===== config.mk =====
export PLATFORM = sky130hd
export DESIGN_NAME = nfb_bridge
export DESIGN_NICKNAME = d
export VERILOG_FILES = /design/src/nfb_pkg.sv /design/src/nfb_bridge.sv /design/src/nfb_decode.sv
export SDC_FILE = /design/constraint.sdc
export NUM_CORES = 1
export LEC_CHECK = 0
export BUFFER_PORTS_ARGS = -buffer_cell sky130_fd_sc_hd__buf_2
export CAP_MARGIN = 25
export CORE_UTILIZATION = 27
export DETAILED_ROUTE_END_ITERATION = 12
export HOLD_SLACK_MARGIN = 0.02
export PLACE_DENSITY = 0.76
export SLEW_MARGIN = 20
export SYNTH_ARGS = -nofsm -noshare
export SYNTH_HDL_FRONTEND = slang
export SYNTH_HIERARCHICAL = 1
export SYNTH_SLANG_ARGS = --single-unit

===== constraint.sdc =====
create_clock -name clk -period 3.8 [get_ports clk]
set_input_delay 1.14 -clock clk [delete_from_list [all_inputs] [get_ports clk]]
set_output_delay 1.14 -clock clk [all_outputs]
set_load 0.01 [all_outputs]

===== src/nfb_pkg.sv =====
// Package for the NAND flash port bridge: port map, reset levels, types.
// Assumes one 250 MHz clock and a synchronous active-high reset.
// ============================================================
// How it works
// - Decode only ports 0h to Fh above base.
// - Port 0 reads flash data, writes address/data.
// - Port 2 sets address latch, port 3 clears.
// - Port 4 enables spare area, port 5 blocks.
// - Port 6 protects writes, port 7 permits.
// - Port 8 selects flash, port 9 deselects.
// - Ports A to E do nothing at all.
// - Port F reads all ready/busy pins.
// - Decode only while host select is asserted.
// - Ready output driven only while read.
// - Command latch high during port 1 access.
// - Read strobe low during port 0 read.
// - Write strobe low on port 0/1 write.
// - Program: 80h, 32 data bytes, 10h.
// - Erase: 60h, two address cycles, D0h.
package nfb_pkg;

  // ============================================================
  // Port offsets.
  localparam logic [3:0] NFB_FLASH_DATA_ADDRESS_PORT = 4'h0;
  localparam logic [3:0] NFB_FLASH_COMMAND_PORT      = 4'h1;
  localparam logic [3:0] NFB_ADDRESS_LATCH_SET       = 4'h2;
  localparam logic [3:0] NFB_ADDRESS_LATCH_CLEAR     = 4'h3;
  localparam logic [3:0] NFB_SPARE_ENABLE_SET        = 4'h4;
  localparam logic [3:0] NFB_SPARE_ENABLE_CLEAR      = 4'h5;
  localparam logic [3:0] NFB_WRITE_PROTECT_SET       = 4'h6;
  localparam logic [3:0] NFB_WRITE_PROTECT_CLEAR     = 4'h7;
  localparam logic [3:0] NFB_FLASH_SELECT_SET        = 4'h8;
  localparam logic [3:0] NFB_FLASH_SELECT_CLEAR      = 4'h9;
  localparam logic [3:0] NFB_READY_BUSY_STATUS       = 4'hF;

  // ============================================================
  // Flash command codes used by host software.
  localparam logic [7:0] NFB_CMD_READ    = 8'h00;
  localparam logic [7:0] NFB_CMD_PROGRAM = 8'h80;
  localparam logic [7:0] NFB_CMD_COMMIT  = 8'h10;
  localparam logic [7:0] NFB_CMD_ERASE   = 8'h60;
  localparam logic [7:0] NFB_CMD_CONFIRM = 8'hD0;
  localparam logic [7:0] NFB_CMD_STATUS  = 8'h70;
  localparam logic [7:0] NFB_CMD_IDENT   = 8'h90;
  localparam logic [7:0] NFB_CMD_ABORT   = 8'hFF;

  // ============================================================
  // Reset levels of the held control lines.
  localparam logic NFB_RST_ADDR_LATCH = 1'b0;
  localparam logic NFB_RST_SPARE_N    = 1'b1;
  localparam logic NFB_RST_PROTECT_N  = 1'b1;
  localparam logic NFB_RST_SELECT_N   = 1'b1;

  // Held control lines towards the flash.
  typedef struct packed {
    logic addr_latch;
    logic spare_enable_n;
    logic write_protect_n;
    logic flash_select_out_n;
  } nfb_ctrl_t;

  // Decoded host access.
  typedef struct packed {
    logic       rd;
    logic       wr;
    logic [3:0] port;
  } nfb_access_t;

endpackage


===== src/nfb_bridge.sv =====
// Top of the NAND flash port bridge: held lines, strobes, read data.
// Assumes the host keeps each access stable while it lasts.
`timescale 1ns/1ns
module nfb_bridge
  import nfb_pkg::*;
#(
  parameter int ADDR_W = 16,
  parameter logic [ADDR_W-1:0] BASE = '0,
  parameter int RB_N = 1
) (
  // Clock and reset
  input  wire logic              clk,
  input  wire logic              reset,
  // Host bus
  input  wire logic              host_select_n,
  input  wire logic              host_rd_n,
  input  wire logic              host_wr_n,
  input  wire logic [ADDR_W-1:0] host_addr,
  input  wire logic [7:0]        host_wdata,
  output logic      [7:0]        host_rdata,
  output logic                   host_rdata_oe_n,
  // Ready output to host
  output logic                   ready,
  output logic                   ready_oe_n,
  // Flash side
  input  wire logic [7:0]        flash_io_in,
  output logic      [7:0]        flash_io_out,
  output logic                   flash_io_oe_n,
  output logic                   address_latch,
  output logic                   command_latch,
  output logic                   read_strobe_n,
  output logic                   write_strobe_n,
  output logic                   spare_enable_n,
  output logic                   write_protect_n,
  output logic                   flash_select_out_n,
  input  wire logic [RB_N-1:0]   ready_busy_n
);

  typedef struct packed {
    nfb_ctrl_t ctrl;
  } nfb_state_t;

  nfb_access_t acc;
  nfb_state_t  s_q;
  nfb_state_t  s_d;
  logic        rd0;
  logic        rdf;
  logic        host_hit;
  logic        host_rd;
  logic        host_wr;

  // ============================================================
  // Decoder.
  nfb_decode #(
    .ADDR_W (ADDR_W),
    .BASE   (BASE)
  ) u_dec (
    .host_select_n (host_select_n),
    .host_rd_n     (host_rd_n),
    .host_wr_n     (host_wr_n),
    .host_addr     (host_addr),
    .acc           (acc)
  );

  // ============================================================
  // Held control lines.
  always_comb begin
    s_d = s_q;
    if (acc.wr) begin
      case (acc.port)
        NFB_ADDRESS_LATCH_SET:   s_d.ctrl.addr_latch         = 1'b1;
        NFB_ADDRESS_LATCH_CLEAR: s_d.ctrl.addr_latch         = 1'b0;
        NFB_SPARE_ENABLE_SET:    s_d.ctrl.spare_enable_n     = 1'b0;
        NFB_SPARE_ENABLE_CLEAR:  s_d.ctrl.spare_enable_n     = 1'b1;
        NFB_WRITE_PROTECT_SET:   s_d.ctrl.write_protect_n    = 1'b0;
        NFB_WRITE_PROTECT_CLEAR: s_d.ctrl.write_protect_n    = 1'b1;
        NFB_FLASH_SELECT_SET:    s_d.ctrl.flash_select_out_n = 1'b0;
        NFB_FLASH_SELECT_CLEAR:  s_d.ctrl.flash_select_out_n = 1'b1;
        default: s_d = s_q;
      endcase
    end
  end

  always_ff @(posedge clk) begin
    if (reset) begin
      s_q.ctrl.addr_latch         <= NFB_RST_ADDR_LATCH;
      s_q.ctrl.spare_enable_n     <= NFB_RST_SPARE_N;
      s_q.ctrl.write_protect_n    <= NFB_RST_PROTECT_N;
      s_q.ctrl.flash_select_out_n <= NFB_RST_SELECT_N;
    end else begin
      s_q <= s_d;
    end
  end

  // ============================================================
  // Strobes and data paths, combinational with the access.
  always_comb begin
    rd0 = acc.rd && acc.port == NFB_FLASH_DATA_ADDRESS_PORT;
    rdf = acc.rd && acc.port == NFB_READY_BUSY_STATUS;
    address_latch      = s_q.ctrl.addr_latch;
    spare_enable_n     = s_q.ctrl.spare_enable_n;
    write_protect_n    = s_q.ctrl.write_protect_n;
    flash_select_out_n = s_q.ctrl.flash_select_out_n;
    command_latch  = !reset && (acc.rd || acc.wr) &&
                     acc.port == NFB_FLASH_COMMAND_PORT;
    read_strobe_n  = reset || !rd0;
    write_strobe_n = reset || !(acc.wr &&
                     (acc.port == NFB_FLASH_DATA_ADDRESS_PORT ||
                      acc.port == NFB_FLASH_COMMAND_PORT));
    flash_io_out   = host_wdata;
    flash_io_oe_n  = write_strobe_n;
    host_rdata     = 8'h00;
    if (rd0) begin
      host_rdata = flash_io_in;
    end else if (rdf) begin
      host_rdata = 8'(ready_busy_n);
    end
    host_rdata_oe_n = reset || !(rd0 || rdf);
    ready       = &ready_busy_n;
    ready_oe_n  = reset || !rdf;
  end

  // ============================================================
  // Host access seen straight from the pins, for the checks only.
  always_comb begin
    host_hit = !host_select_n &&
               host_addr[ADDR_W-1:4] == BASE[ADDR_W-1:4];
    host_rd  = host_hit && !host_rd_n;
    host_wr  = host_hit && !host_wr_n && host_rd_n;
  end
endmodule // nfb_bridge


===== src/nfb_decode.sv =====
// Host access decoder for the NAND flash port bridge.
// Assumes host strobes are synchronous to clk.
`timescale 1ns/1ns
module nfb_decode
  import nfb_pkg::*;
#(
  parameter int ADDR_W = 16,
  parameter logic [ADDR_W-1:0] BASE = '0
) (
  // Host bus
  input  wire logic              host_select_n,
  input  wire logic              host_rd_n,
  input  wire logic              host_wr_n,
  input  wire logic [ADDR_W-1:0] host_addr,
  // Decoded access
  output nfb_access_t            acc
);

  logic hit;

  // ============================================================
  // Address match above base.
  always_comb begin
    hit      = !host_select_n &&
               (host_addr[ADDR_W-1:4] == BASE[ADDR_W-1:4]);
    acc.port = host_addr[3:0];
    acc.rd   = hit && !host_rd_n;
    acc.wr   = hit && !host_wr_n && host_rd_n;
  end

endmodule // nfb_decode


==> out/metrics.yaml, run 1 <==
pre_cts_slack_ns: -0.04462
syn_area_um2: 476.7
met2_length_um: 744
worstPathRequired_ns: 2.66
worstPathMaxFanout: 2
io_pins: 65
final_layout_size_suffix_gt1_share_pct: 67.35
die_area_mm2: 0.001938
p_clk_share_pct: 42.9
reg2reg_from: "address_latch"
startpoint_type: "primary input"
synthesis.nets: 96
p_leak_nw: 0.3996
power_uw: 122.2
cts_made_buffers: 3
min_from: "spare_enable_n"
crit_type: "primary input to output pin"
drt_pass1_iterations: 10
coreArea_mm2: 0.001577
syn_avg_cell_area_um2: 8.219
maxSlewViolCount: 0
hold_buffers: 0
layout_common_cells: "buf_2, and3_1, nor2_1, dfxtp_1, buf_4"
io_buffers: 48
tns_ns: -0.04703
ys.warnings.count: 6
arrival_ns: 2.69
ys_ff_latch: 4
finalSetupViolCount: 3
seq_area_frac_synth_pct: 16.80
antenna_cells: 0
rsz0062_at_grt: "yes"
drt_iter0_markers: 10
clock_skew_ns: 0
nNetsFinal: 138
slew_headroom_pct: 55.02
vias: 582
drc_errors: 3
die_h_um: 44.02
combPwrFrac_pct: 22.6
die_x_um: 44.02
grt.total_usage_pct: 13.92
final_common_cell: "buf_2"
violations: "design-rule violations, negative setup slack"
maxCapViolCount: 0
hold_class: "register to register"
endpoint_kind: "output pin"
dr_wl_met3_um: 123
switching_share_pct: 24.37
cts_buffer_depth: 2
cts_tree: "yes"
min_delay_worst_endpoint: "spare_enable_n"
grt_pass1_vias: 523
synthTopCellsByArea: "buf_4, dfxtp_1, and3_1"
place_congestion: 0.7468
grt_pass1_wl_um: 2083
outcome: "finished with violations"
min_period_over_period_pct: 100.7
htree_levels: 1
sequentialPowerShare_pct: 34.5
holdPathStages: 2
peakVddDrop_mv: 0.1322
r2r_slack_ns: 3.00
wl_per_cell_um: 12.60
overflow: 0
p_switching_uw: 29.79
yosysTopAreaCell: "buf_4"
via_per_inst: 5.105
report.final.hold_viol_count: 0
root_buffer: "clkbuf_4"
rows: 14
r2r-end: "address_latch"
setup_ws_ns: -0.02608
fmaxAchievable_ghz: 0.2614
grt_antenna_before_repair: 0
ant_nets: 0
worst_slew_pin_slew_ns: 0.6692
initial_utilization_pct: 30.24
highest_layer: "met4"
post-route-min-period_ns: 3.826
clk_latency_ns: 0.23
synthDominantCellAreaShare_pct: 22.05
grt_max_degree: 11
synthCells: 58
synth_cell_types: 24
wirelength_um: 1436
path_clk_slew_ns: 0.04
p_int_uw: 92.42
rr_worst_depth: 2
wl_met1_um: 531
numClockSinks: 4
fill_cells: 165
synthToLayoutAreaGrowth_pct: 57.74
power_density_mw_per_mm2: 162.5
==> power groups by stage <==
| stage | registers [mW] | logic, mW | clock network (mW) |
|---|---|---|---|
| after floorplan | 0.0429 | 0.0200 | 0 |
| after global placement | 0.0429 | 0.0238 | 0 |
| after detailed placement | 0.0429 | 0.0244 | 0 |
| after CTS | 0.0422 | 0.0248 | 0.0553 |
| after global routing | 0.0422 | 0.0300 | 0.0549 |
| final | 0.0422 | 0.0276 | 0.0524 |
==> synthesized netlist by cell type (all sizes together) <==
cell type / count
a32o: 1
and2: 1
nand2: 2
or4b: 1
nor4b: 1
mux2i: 3
nor2b: 2
or3b: 1
nor4bb: 1
and4: 1
and3: 7
nor4: 3
or3: 3
nand4b: 1
clkbuf: 1
and4bb: 2
buf: 14
mux2: 1
dfxtp: 4
or4: 2
nor2: 5
o21ai: 1
==> routing by layer <==
layer  GRT usage (%)  vias to the layer above
met3           1.224                        6
met2           24.71                       30
met5               0                        -
met4           9.091                        0
li1                -                      284
met1           15.75                      262
==> per-stage QoR <==
| step | std cells | util, % | hold WS (ns) | instance area, µm² |
|---|---|---|---|---|
| after floorplan | 58 | - | 0.5293 | 489.2 |
| after global placement | 110 | 42.06 | 0.5037 | 663.1 |
| after detailed placement | 110 | 42.06 | 0.4997 | 663.1 |
| after CTS | 113 | 44.05 | 0.5164 | 694.4 |
| after global routing | 114 | 47.70 | 0.5280 | 752.0 |
| final | 114 | 47.70 | 0.5087 | 752.0 |
==> timing repair <==
item,4_1_cts,5_1_grt
endpoints found under the hold margin,0,0
pin swaps,0,5
setup buffers,0,1
endpoints found under the setup margin,4,14
resized for setup,2,9
gates cloned,0,0
==> sequential cells by signal, summed over array words and instances, names as in the netlist <==
| signal | count |
|---|---|
| spare_enable_n | 1 |
| write_protect_n | 1 |
| address_latch | 1 |
| flash_select_out_n | 1 |
==> cell families after synthesis <==
kind of cell / count (synthesis) / synth area share [%]
AO/OA/AOI/OAI: 2 / 3.149
AND/OR/NAND/NOR: 33 / 48.56
buffers and inverters: 15 / 22.83
multiplexers: 4 / 8.662
flip-flops: 4 / 16.80
==> worst max path at each step <==
stage | start | to | slack (ns) | depth (start not counted)
global placement | host_addr[14] | flash_io_oe_n | -0.02 | 5
detailed placement | host_addr[14] | command_latch | -0.04 | 7
CTS | host_addr[14] | flash_io_oe_n | -0.03 | 5
global route | host_addr[8] | command_latch | -0.09 | 7
finish | host_addr[8] | command_latch | -0.03 | 7
floorplan | host_addr[14] | write_strobe_n | -0.01 | 4
==> worst max-delay path, stage by stage <==
cell and delay, ns:
buf_6 0.09, or4_4 0.57, nor4_4 0.32, buf_4 0.16, nor2_2 0.03, nor4b_2 0.21
buf_2 0.17
==> layout make-up <==
| class | count | area (µm²) | share of cell area (%) |
|---|---|---|---|
| Clock buffer | 3 | 22.52 | 2.995 |
| Multi-Input combinational cell | 39 | 340.3 | 45.26 |
| Sequential cell | 4 | 80.08 | 10.65 |
| Tap cell | 16 | 20.02 | 2.662 |
| Timing Repair Buffer | 52 | 289.0 | 38.44 |
No activity file was read; power rests on OpenSTA's default activity.
==> inputs of run 2 (changes only) <==
Settings changed: SETUP_SLACK_MARGIN set to 0.4, SLEW_MARGIN 20 to unset.
==> run 2 against run 1 <==
Net effect:
- the flow finishes with violations (design-rule violations)
- via count up 2.1%
- sequential share of layout area decreased by 1.8 points
- flip-flop and latch count unchanged
- global-route usage rose by 0.59 points
- clock power down 5.2%
- total power fell by 0.42%
- sequential power hardly changed
- core utilization up 9.8 points
- critical path type unchanged
==> out/metrics.yaml, run 2 (same netlist as run 1, synthesis figures left out) <==
power_density_mw_per_mm2: 134.3  # was 162.5 mW/mm²
power_uw: 121.7  # was 122.2 µW
hold_class: "register to register"  # unchanged
critPathTopFamily: "simple AND/OR/NAND/NOR gates"  # unchanged
die_h_um: 44.02  # unchanged
vias: 594  # was 582
maxCapViolCount: 0  # unchanged
grt_antenna_before_repair: 0  # unchanged
slowest_stage: "or4b_4"  # was or4_4
finalSetupViolCount: 0  # was 3
final_layout_size_suffix_gt1_share_pct: 80.00  # was 67.35%
endpoint_kind: "output pin"  # unchanged
initial_utilization_pct: 30.24  # unchanged
io_pins: 65  # unchanged
htree_levels: 1  # unchanged
ant_nets: 0  # unchanged
cp_slowest_stage_delay_ns: 0.53  # was 0.57 ns
worstPathMaxFanout: 3  # was 2
wirelength_um: 1361  # was 1436 µm
grt_pass1_vias: 534  # was 523
antenna_cells: 0  # unchanged
layout_common_cells: "buf_2, buf_6, and3_4"  # was buf_2, and3_1, nor2_1, dfxtp_1, buf_4
drt_pass1_iterations: 9  # was 10
slew_headroom_pct: 78.69  # was 55.02%
synthToLayoutAreaGrowth_pct: 90.03  # was 57.74%
grt.total_usage_pct: 14.51  # was 13.92%
via_per_inst: 5.121  # was 5.105
rsz0062_at_grt: "yes"  # unchanged
cts_made_buffers: 3  # unchanged
utilization_pct: 57.46  # was 47.70%
worstPathCellList: "buf_6 > or4b_4 > nor4_4 > or3b_4 > buf_6"  # was buf_6 > or4_4 > nor4_4 > buf_4 > nor2_2 > nor4b_2 > buf_2
die_area_mm2: 0.001938  # unchanged
worst_slew_pin_slew_ns: 0.3154  # was 0.6692 ns
setup_ws_ns: 0.01078  # was -0.02608 ns
path_clk_slew_ns: 0.03  # was 0.04 ns
root_buffer: "clkbuf_4"  # unchanged
peakVddDrop_mv: 0.1181  # was 0.1322 mV
rows: 14  # unchanged
drc_errors: 6  # was 3
crit_type: "primary input to output pin"  # unchanged
coreArea_mm2: 0.001577  # unchanged
final_common_cell: "buf_2"  # unchanged
violations: "design-rule violations"  # was design-rule violations, negative setup slack
fin_hold_ws_ns: 0.5310  # was 0.5087 ns
clock_skew_ns: 0  # unchanged
clk_latency_ns: 0.23  # about the same
io_buffers: 48  # unchanged
wl_per_cell_um: 11.73  # was 12.60 µm
startpoint_type: "primary input"  # unchanged
min_period_over_period_pct: 99.72  # was 100.7%
fmaxAchievable_ghz: 0.2639  # was 0.2614 GHz
drt_iter0_markers: 9  # was 10
grt_max_degree: 11  # unchanged
place_congestion: 0.6293  # was 0.7468
cpMostUsedCell: "buf_6"
overflow: 0  # unchanged
grt_pass1_wl_um: 2173  # was 2083 µm
maxSlewViolCount: 0  # unchanged
p_leak_nw: 0.4254  # was 0.3996 nW
nNetsFinal: 140  # was 138
critical_path_buf_inv_count: 2  # was 3
report.final.hold_viol_count: 0  # unchanged
numClockSinks: 4  # unchanged
post-route-min-period_ns: 3.789  # was 3.826 ns
pre_cts_slack_ns: -0.01941  # was -0.04462 ns
outcome: "finished with violations"  # unchanged
worstPathRequired_ns: 2.66  # about the same
arrival_ns: 2.65  # was 2.69 ns
die_x_um: 44.02  # unchanged
cts_buffer_depth: 2  # unchanged
cts_tree: "yes"  # unchanged
## run 2: cell count changes in the layout (fill, tap and decap cells not counted), moves of 7 or more
cell / previous run / this run
buf_6: 3 / 19
buf_2: 45 / 33
and3_4: 0 / 7
and3_1: 7 / 0
## run 2: tightest hold or removal path: stages, from the launching register on
cell and delay (ns):
dfxtp_1 0.33, nor2_1 0.05, mux2i_1 0.11
## run 2: final cells by class
class	instances	area (µm²)
well taps	16	20.02
repair buffers	54	394.1
flip-flops and latches	4	80.08
multi-input cells	39	389.1
fillers	148	670.6
clock buffers	3	22.52
## run 2: power by group
part | internal (mW) | switching, mW
clock | 0.0351 | 0.0146
sequential | 0.0423 | 0.0000000847
combinational | 0.0168 | 0.0130
## run 2: final timing paths
path	startpoint	endpoint	slack (ns)	depth (start not counted)
setup / recovery	host_wr_n	write_strobe_n	0.01	5
hold / removal	spare_enable_n	spare_enable_n	0.53	2
setup reg to reg	address_latch	address_latch	3.01	2
hold reg to reg	spare_enable_n	spare_enable_n	0.53	2
## run 2: routing by layer
layer  GRT usage, %  routed length (µm)  up-vias
met5              0                   0        -
met4          6.667                   5        0
met3          3.673                 116        2
met2          27.65                 803       27
met1          14.50                 435      277
li1               -                   -      288
## run 2: through the flow
stage / std cells / instance area [µm²] / TNS, ns
floorplan: 58 / 574.3 / 0
global placement: 110 / 740.7 / -0.05998
detailed placement: 110 / 740.7 / -0.04580
CTS: 113 / 788.3 / -0.01566
global route: 116 / 905.9 / -0.2250
finish: 116 / 905.9 / 0
## run 2: timing repair
item	in CTS	in global routing
setup endpoints to repair	14	14
gates resized for setup	4	17
hold buffers	0	0
pin swaps	1	4
hold endpoints to repair	0	0
setup buffers	0	3
==> inputs of run 3 (changes only) <==
Settings changed: BUFFER_PORTS_ARGS -buffer_cell sky130_fd_sc_hd__buf_2 to -buffer_cell sky130_fd_sc_hd__buf_4, PLACE_DENSITY 0.76 to 0.75, SYNTH_HIERARCHICAL 1 to unset.
==> run 3 against run 2 <==
Net effect:
- the flow now finishes without violations
- sequential power is essentially flat
- register-to-register slack is essentially flat
- global-route usage shrank 0.37 points
- synthesized cell count is the same
- via count shrank 6.7%
- sequential share of layout area grew 0.24 points
- core utilization shrank 5.8 points
- clock power grew 2%
- total power grew 10%
- critical endpoint is now command_latch
- highest routed layer is now met3
==> out/metrics.yaml, run 3 <==
path_clk_slew_ns: 0.04  # was 0.03 ns
cts_buffer_depth: 2  # unchanged
nNetsFinal: 142  # was 140
grt_pass1_vias: 517  # was 534
r2r-end: "address_latch"  # unchanged
instances_no_fill: 127  # was 116
place_congestion: 0.6817  # was 0.6293
yosysMostFrequentCell: "buf_4"  # unchanged
yosysTopAreaCell: "dfxtp_1"  # was buf_4
rows: 15  # was 14
ant_nets: 0  # unchanged
drc_errors: 0  # was 6
initial_utilization_pct: 28.72  # was 30.24%
maxSlewViolCount: 0  # unchanged
hold_class: "register to register"  # unchanged
clk_latency_ns: 0.23  # about the same
rsz0062_at_grt: "yes"  # unchanged
synthCells: 58  # unchanged
synthArstFlopShare_pct: 0  # unchanged
rr_worst_depth: 2  # unchanged
io_buffers: 48  # unchanged
synthToLayoutAreaGrowth_pct: 79.85  # was 90.03%
min_period_over_period_pct: 91.24  # was 99.72%
layout_common_cells: "buf_4, nor2_1, and2_1, buf_6"  # was buf_2, buf_6, and3_4
outcome: "completed"  # was finished with violations
io_pins: 65  # unchanged
worstPathMaxFanout: 5  # was 3
syn_area_um2: 490.5  # was 476.7 µm²
die_h_um: 44.62  # was 44.02 µm
root_buffer: "clkbuf_4"  # unchanged
grt_max_degree: 9  # was 11
final_common_cell: "buf_4"  # was buf_2
syn_avg_cell_area_um2: 8.456  # was 8.219 µm²
via_per_inst: 4.362  # was 5.121
endpoint_kind: "output pin"  # unchanged
wirelength_um: 1456  # was 1361 µm
reg2reg_from: "address_latch"  # unchanged
slew_headroom_pct: 75.46  # was 78.69%
synthesis.nets: 96  # unchanged
startpoint_type: "primary input"  # unchanged
r2r_slack_ns: 3.00  # was 3.01 ns
maxCapViolCount: 0  # unchanged
clock_skew_ns: 0  # unchanged
endpoint: "command_latch"  # was write_strobe_n
fin_hold_ws_ns: 0.5127  # was 0.5310 ns
htree_levels: 1  # unchanged
drt_pass1_iterations: 3  # was 9
wl_per_cell_um: 11.46  # was 11.73 µm
seq_area_frac_synth_pct: 16.33  # was 16.80%
finalSetupViolCount: 0  # unchanged
numClockSinks: 4  # unchanged
coreArea_mm2: 0.001708  # was 0.001577 mm²
synth-edff-count: 0  # unchanged
crit_start: "host_addr[6]"  # was host_wr_n
synthFlopType: "dfxtp_1"  # unchanged
fmaxAchievable_ghz: 0.2884  # was 0.2639 GHz
yosys-top-cells-count: "buf_4, nor2_1, and2_1"  # was buf_4, and3_1, nor2_1
post-route-min-period_ns: 3.467  # was 3.789 ns
cts_tree: "yes"  # unchanged
grt_pass1_wl_um: 2042  # was 2173 µm
dp_cells: 122  # was 110
final_layout_size_suffix_gt1_share_pct: 60.78  # was 80.00%
drt_iter0_markers: 2  # was 9
arrival_ns: 2.33  # was 2.65 ns
fill_cells: 173  # was 148
tns_ns: 0  # unchanged
use_met3_pct: 4.082  # was 3.673%
cts_made_buffers: 3  # unchanged
crit_type: "primary input to output pin"  # unchanged
p_leak_nw: 0.3954  # was 0.4254 nW
synth_cell_types: 23  # was 24
utilization_pct: 51.65  # was 57.46%
antenna_cells: 0  # unchanged
peakVddDrop_mv: 0.1400  # was 0.1181 mV
synthDominantCellAreaShare_pct: 16.33  # was 22.05%
use_met2_pct: 27.35  # was 27.65%
synthTopCellsByArea: "dfxtp_1, buf_4, and2_1"  # was buf_4, dfxtp_1, and3_1
die_area_mm2: 0.001991  # was 0.001938 mm²
vias: 554  # was 594
power_density_mw_per_mm2: 151.9  # was 134.3 mW/mm²
top_usage_layer: "met2"  # unchanged
worstPathRequired_ns: 2.66  # about the same
ys_ff_latch: 4  # unchanged
die_x_um: 44.62  # was 44.02 µm
report.final.hold_viol_count: 0  # unchanged
grt.met1_usage_pct: 12.93  # was 14.50%
overflow: 0  # unchanged
ys.warnings.count: 0  # was 6
hold_buffers: 0  # unchanged
grt.total_usage_pct: 14.14  # was 14.51%
hpwlAfterDp_um: 1196
grt_antenna_before_repair: 0  # unchanged
worst_slew_pin_slew_ns: 0.3647  # was 0.3154 ns
power_uw: 134.0  # was 121.7 µW
run 3: cell types whose count changed in the layout (fill, tap and decap cells not counted), moves of 3 or more:
cell,before,now
and2_1,0,6
and3_4,7,0
buf_2,33,0
buf_4,2,45
buf_6,19,6
nand2_1,0,4
nor2_1,5,8
nor3_1,0,3
or3_1,3,0
run 3: area by class of cell:
cell class	count	area [µm²]	area share, %
Multi-Input combinational cell	44	342.8	38.87
Tap cell	25	31.28	3.546
Clock buffer	3	22.52	2.553
Sequential cell	4	80.08	9.078
Timing Repair Buffer	51	405.4	45.96
run 3: what timing repair did:
action / in CTS / in global routing
setup buffers: 1 / 1
gates resized for setup: 7 / 1
setup endpoints to repair: 13 / 13
pin swaps: 8 / 3
run 3: cell families after synthesis:
logic type,Yosys count,synth area share [%]
buffers and inverters,10,15.31
AO/OA/AOI/OAI,2,2.551
multiplexers,4,8.418
flip-flops,4,16.33
AND/OR/NAND/NOR,38,57.40
run 3: worst min-delay path by stage:
stage / from / endpoint / slack (ns) / cells after the start
3_3_place_gp: flash_select_out_n / flash_select_out_n / 0.51 / 2
4_1_cts: flash_select_out_n / flash_select_out_n / 0.52 / 2
2_1_floorplan: flash_select_out_n / flash_select_out_n / 0.53 / 2
6_report: spare_enable_n / spare_enable_n / 0.51 / 2
5_1_grt: spare_enable_n / spare_enable_n / 0.53 / 2
3_5_place_dp: flash_select_out_n / flash_select_out_n / 0.51 / 2
run 3: critical path, cell delays in order:
cell and delay [ns]:
buf_6 0.10, nor4_4 0.31, nand4_4 0.17, nor4b_2 0.29, and3_1 0.20, buf_4 0.11
run 3: stage by stage:
stage | worst slack, ns | instance area, µm²
2_1_floorplan | 0.4663 | 490.5
3_3_place_gp | 0.2736 | 814.5
3_5_place_dp | 0.2332 | 814.5
4_1_cts | 0.3092 | 870.8
5_1_grt | 0.2369 | 882.1
6_report | 0.3329 | 882.1
run 3: where the power goes:
group | internal [mW] | leakage, nW | switching, mW
clock network | 0.0352 | 0.0138 | 0.0157
logic | 0.0255 | 0.349 | 0.0154
registers | 0.0422 | 0.0323 | 0.0000000874
total | 0.103 | 0.395 | 0.0311
run 3: routing by layer:
| layer | vias up | part of all wire [%] |
|---|---|---|
| met2 | 37 | 54 |
| li1 | 283 | - |
| met5 | - | 0 |
| met4 | 0 | 0 |
| met3 | 0 | 13 |
| met1 | 234 | 33 |
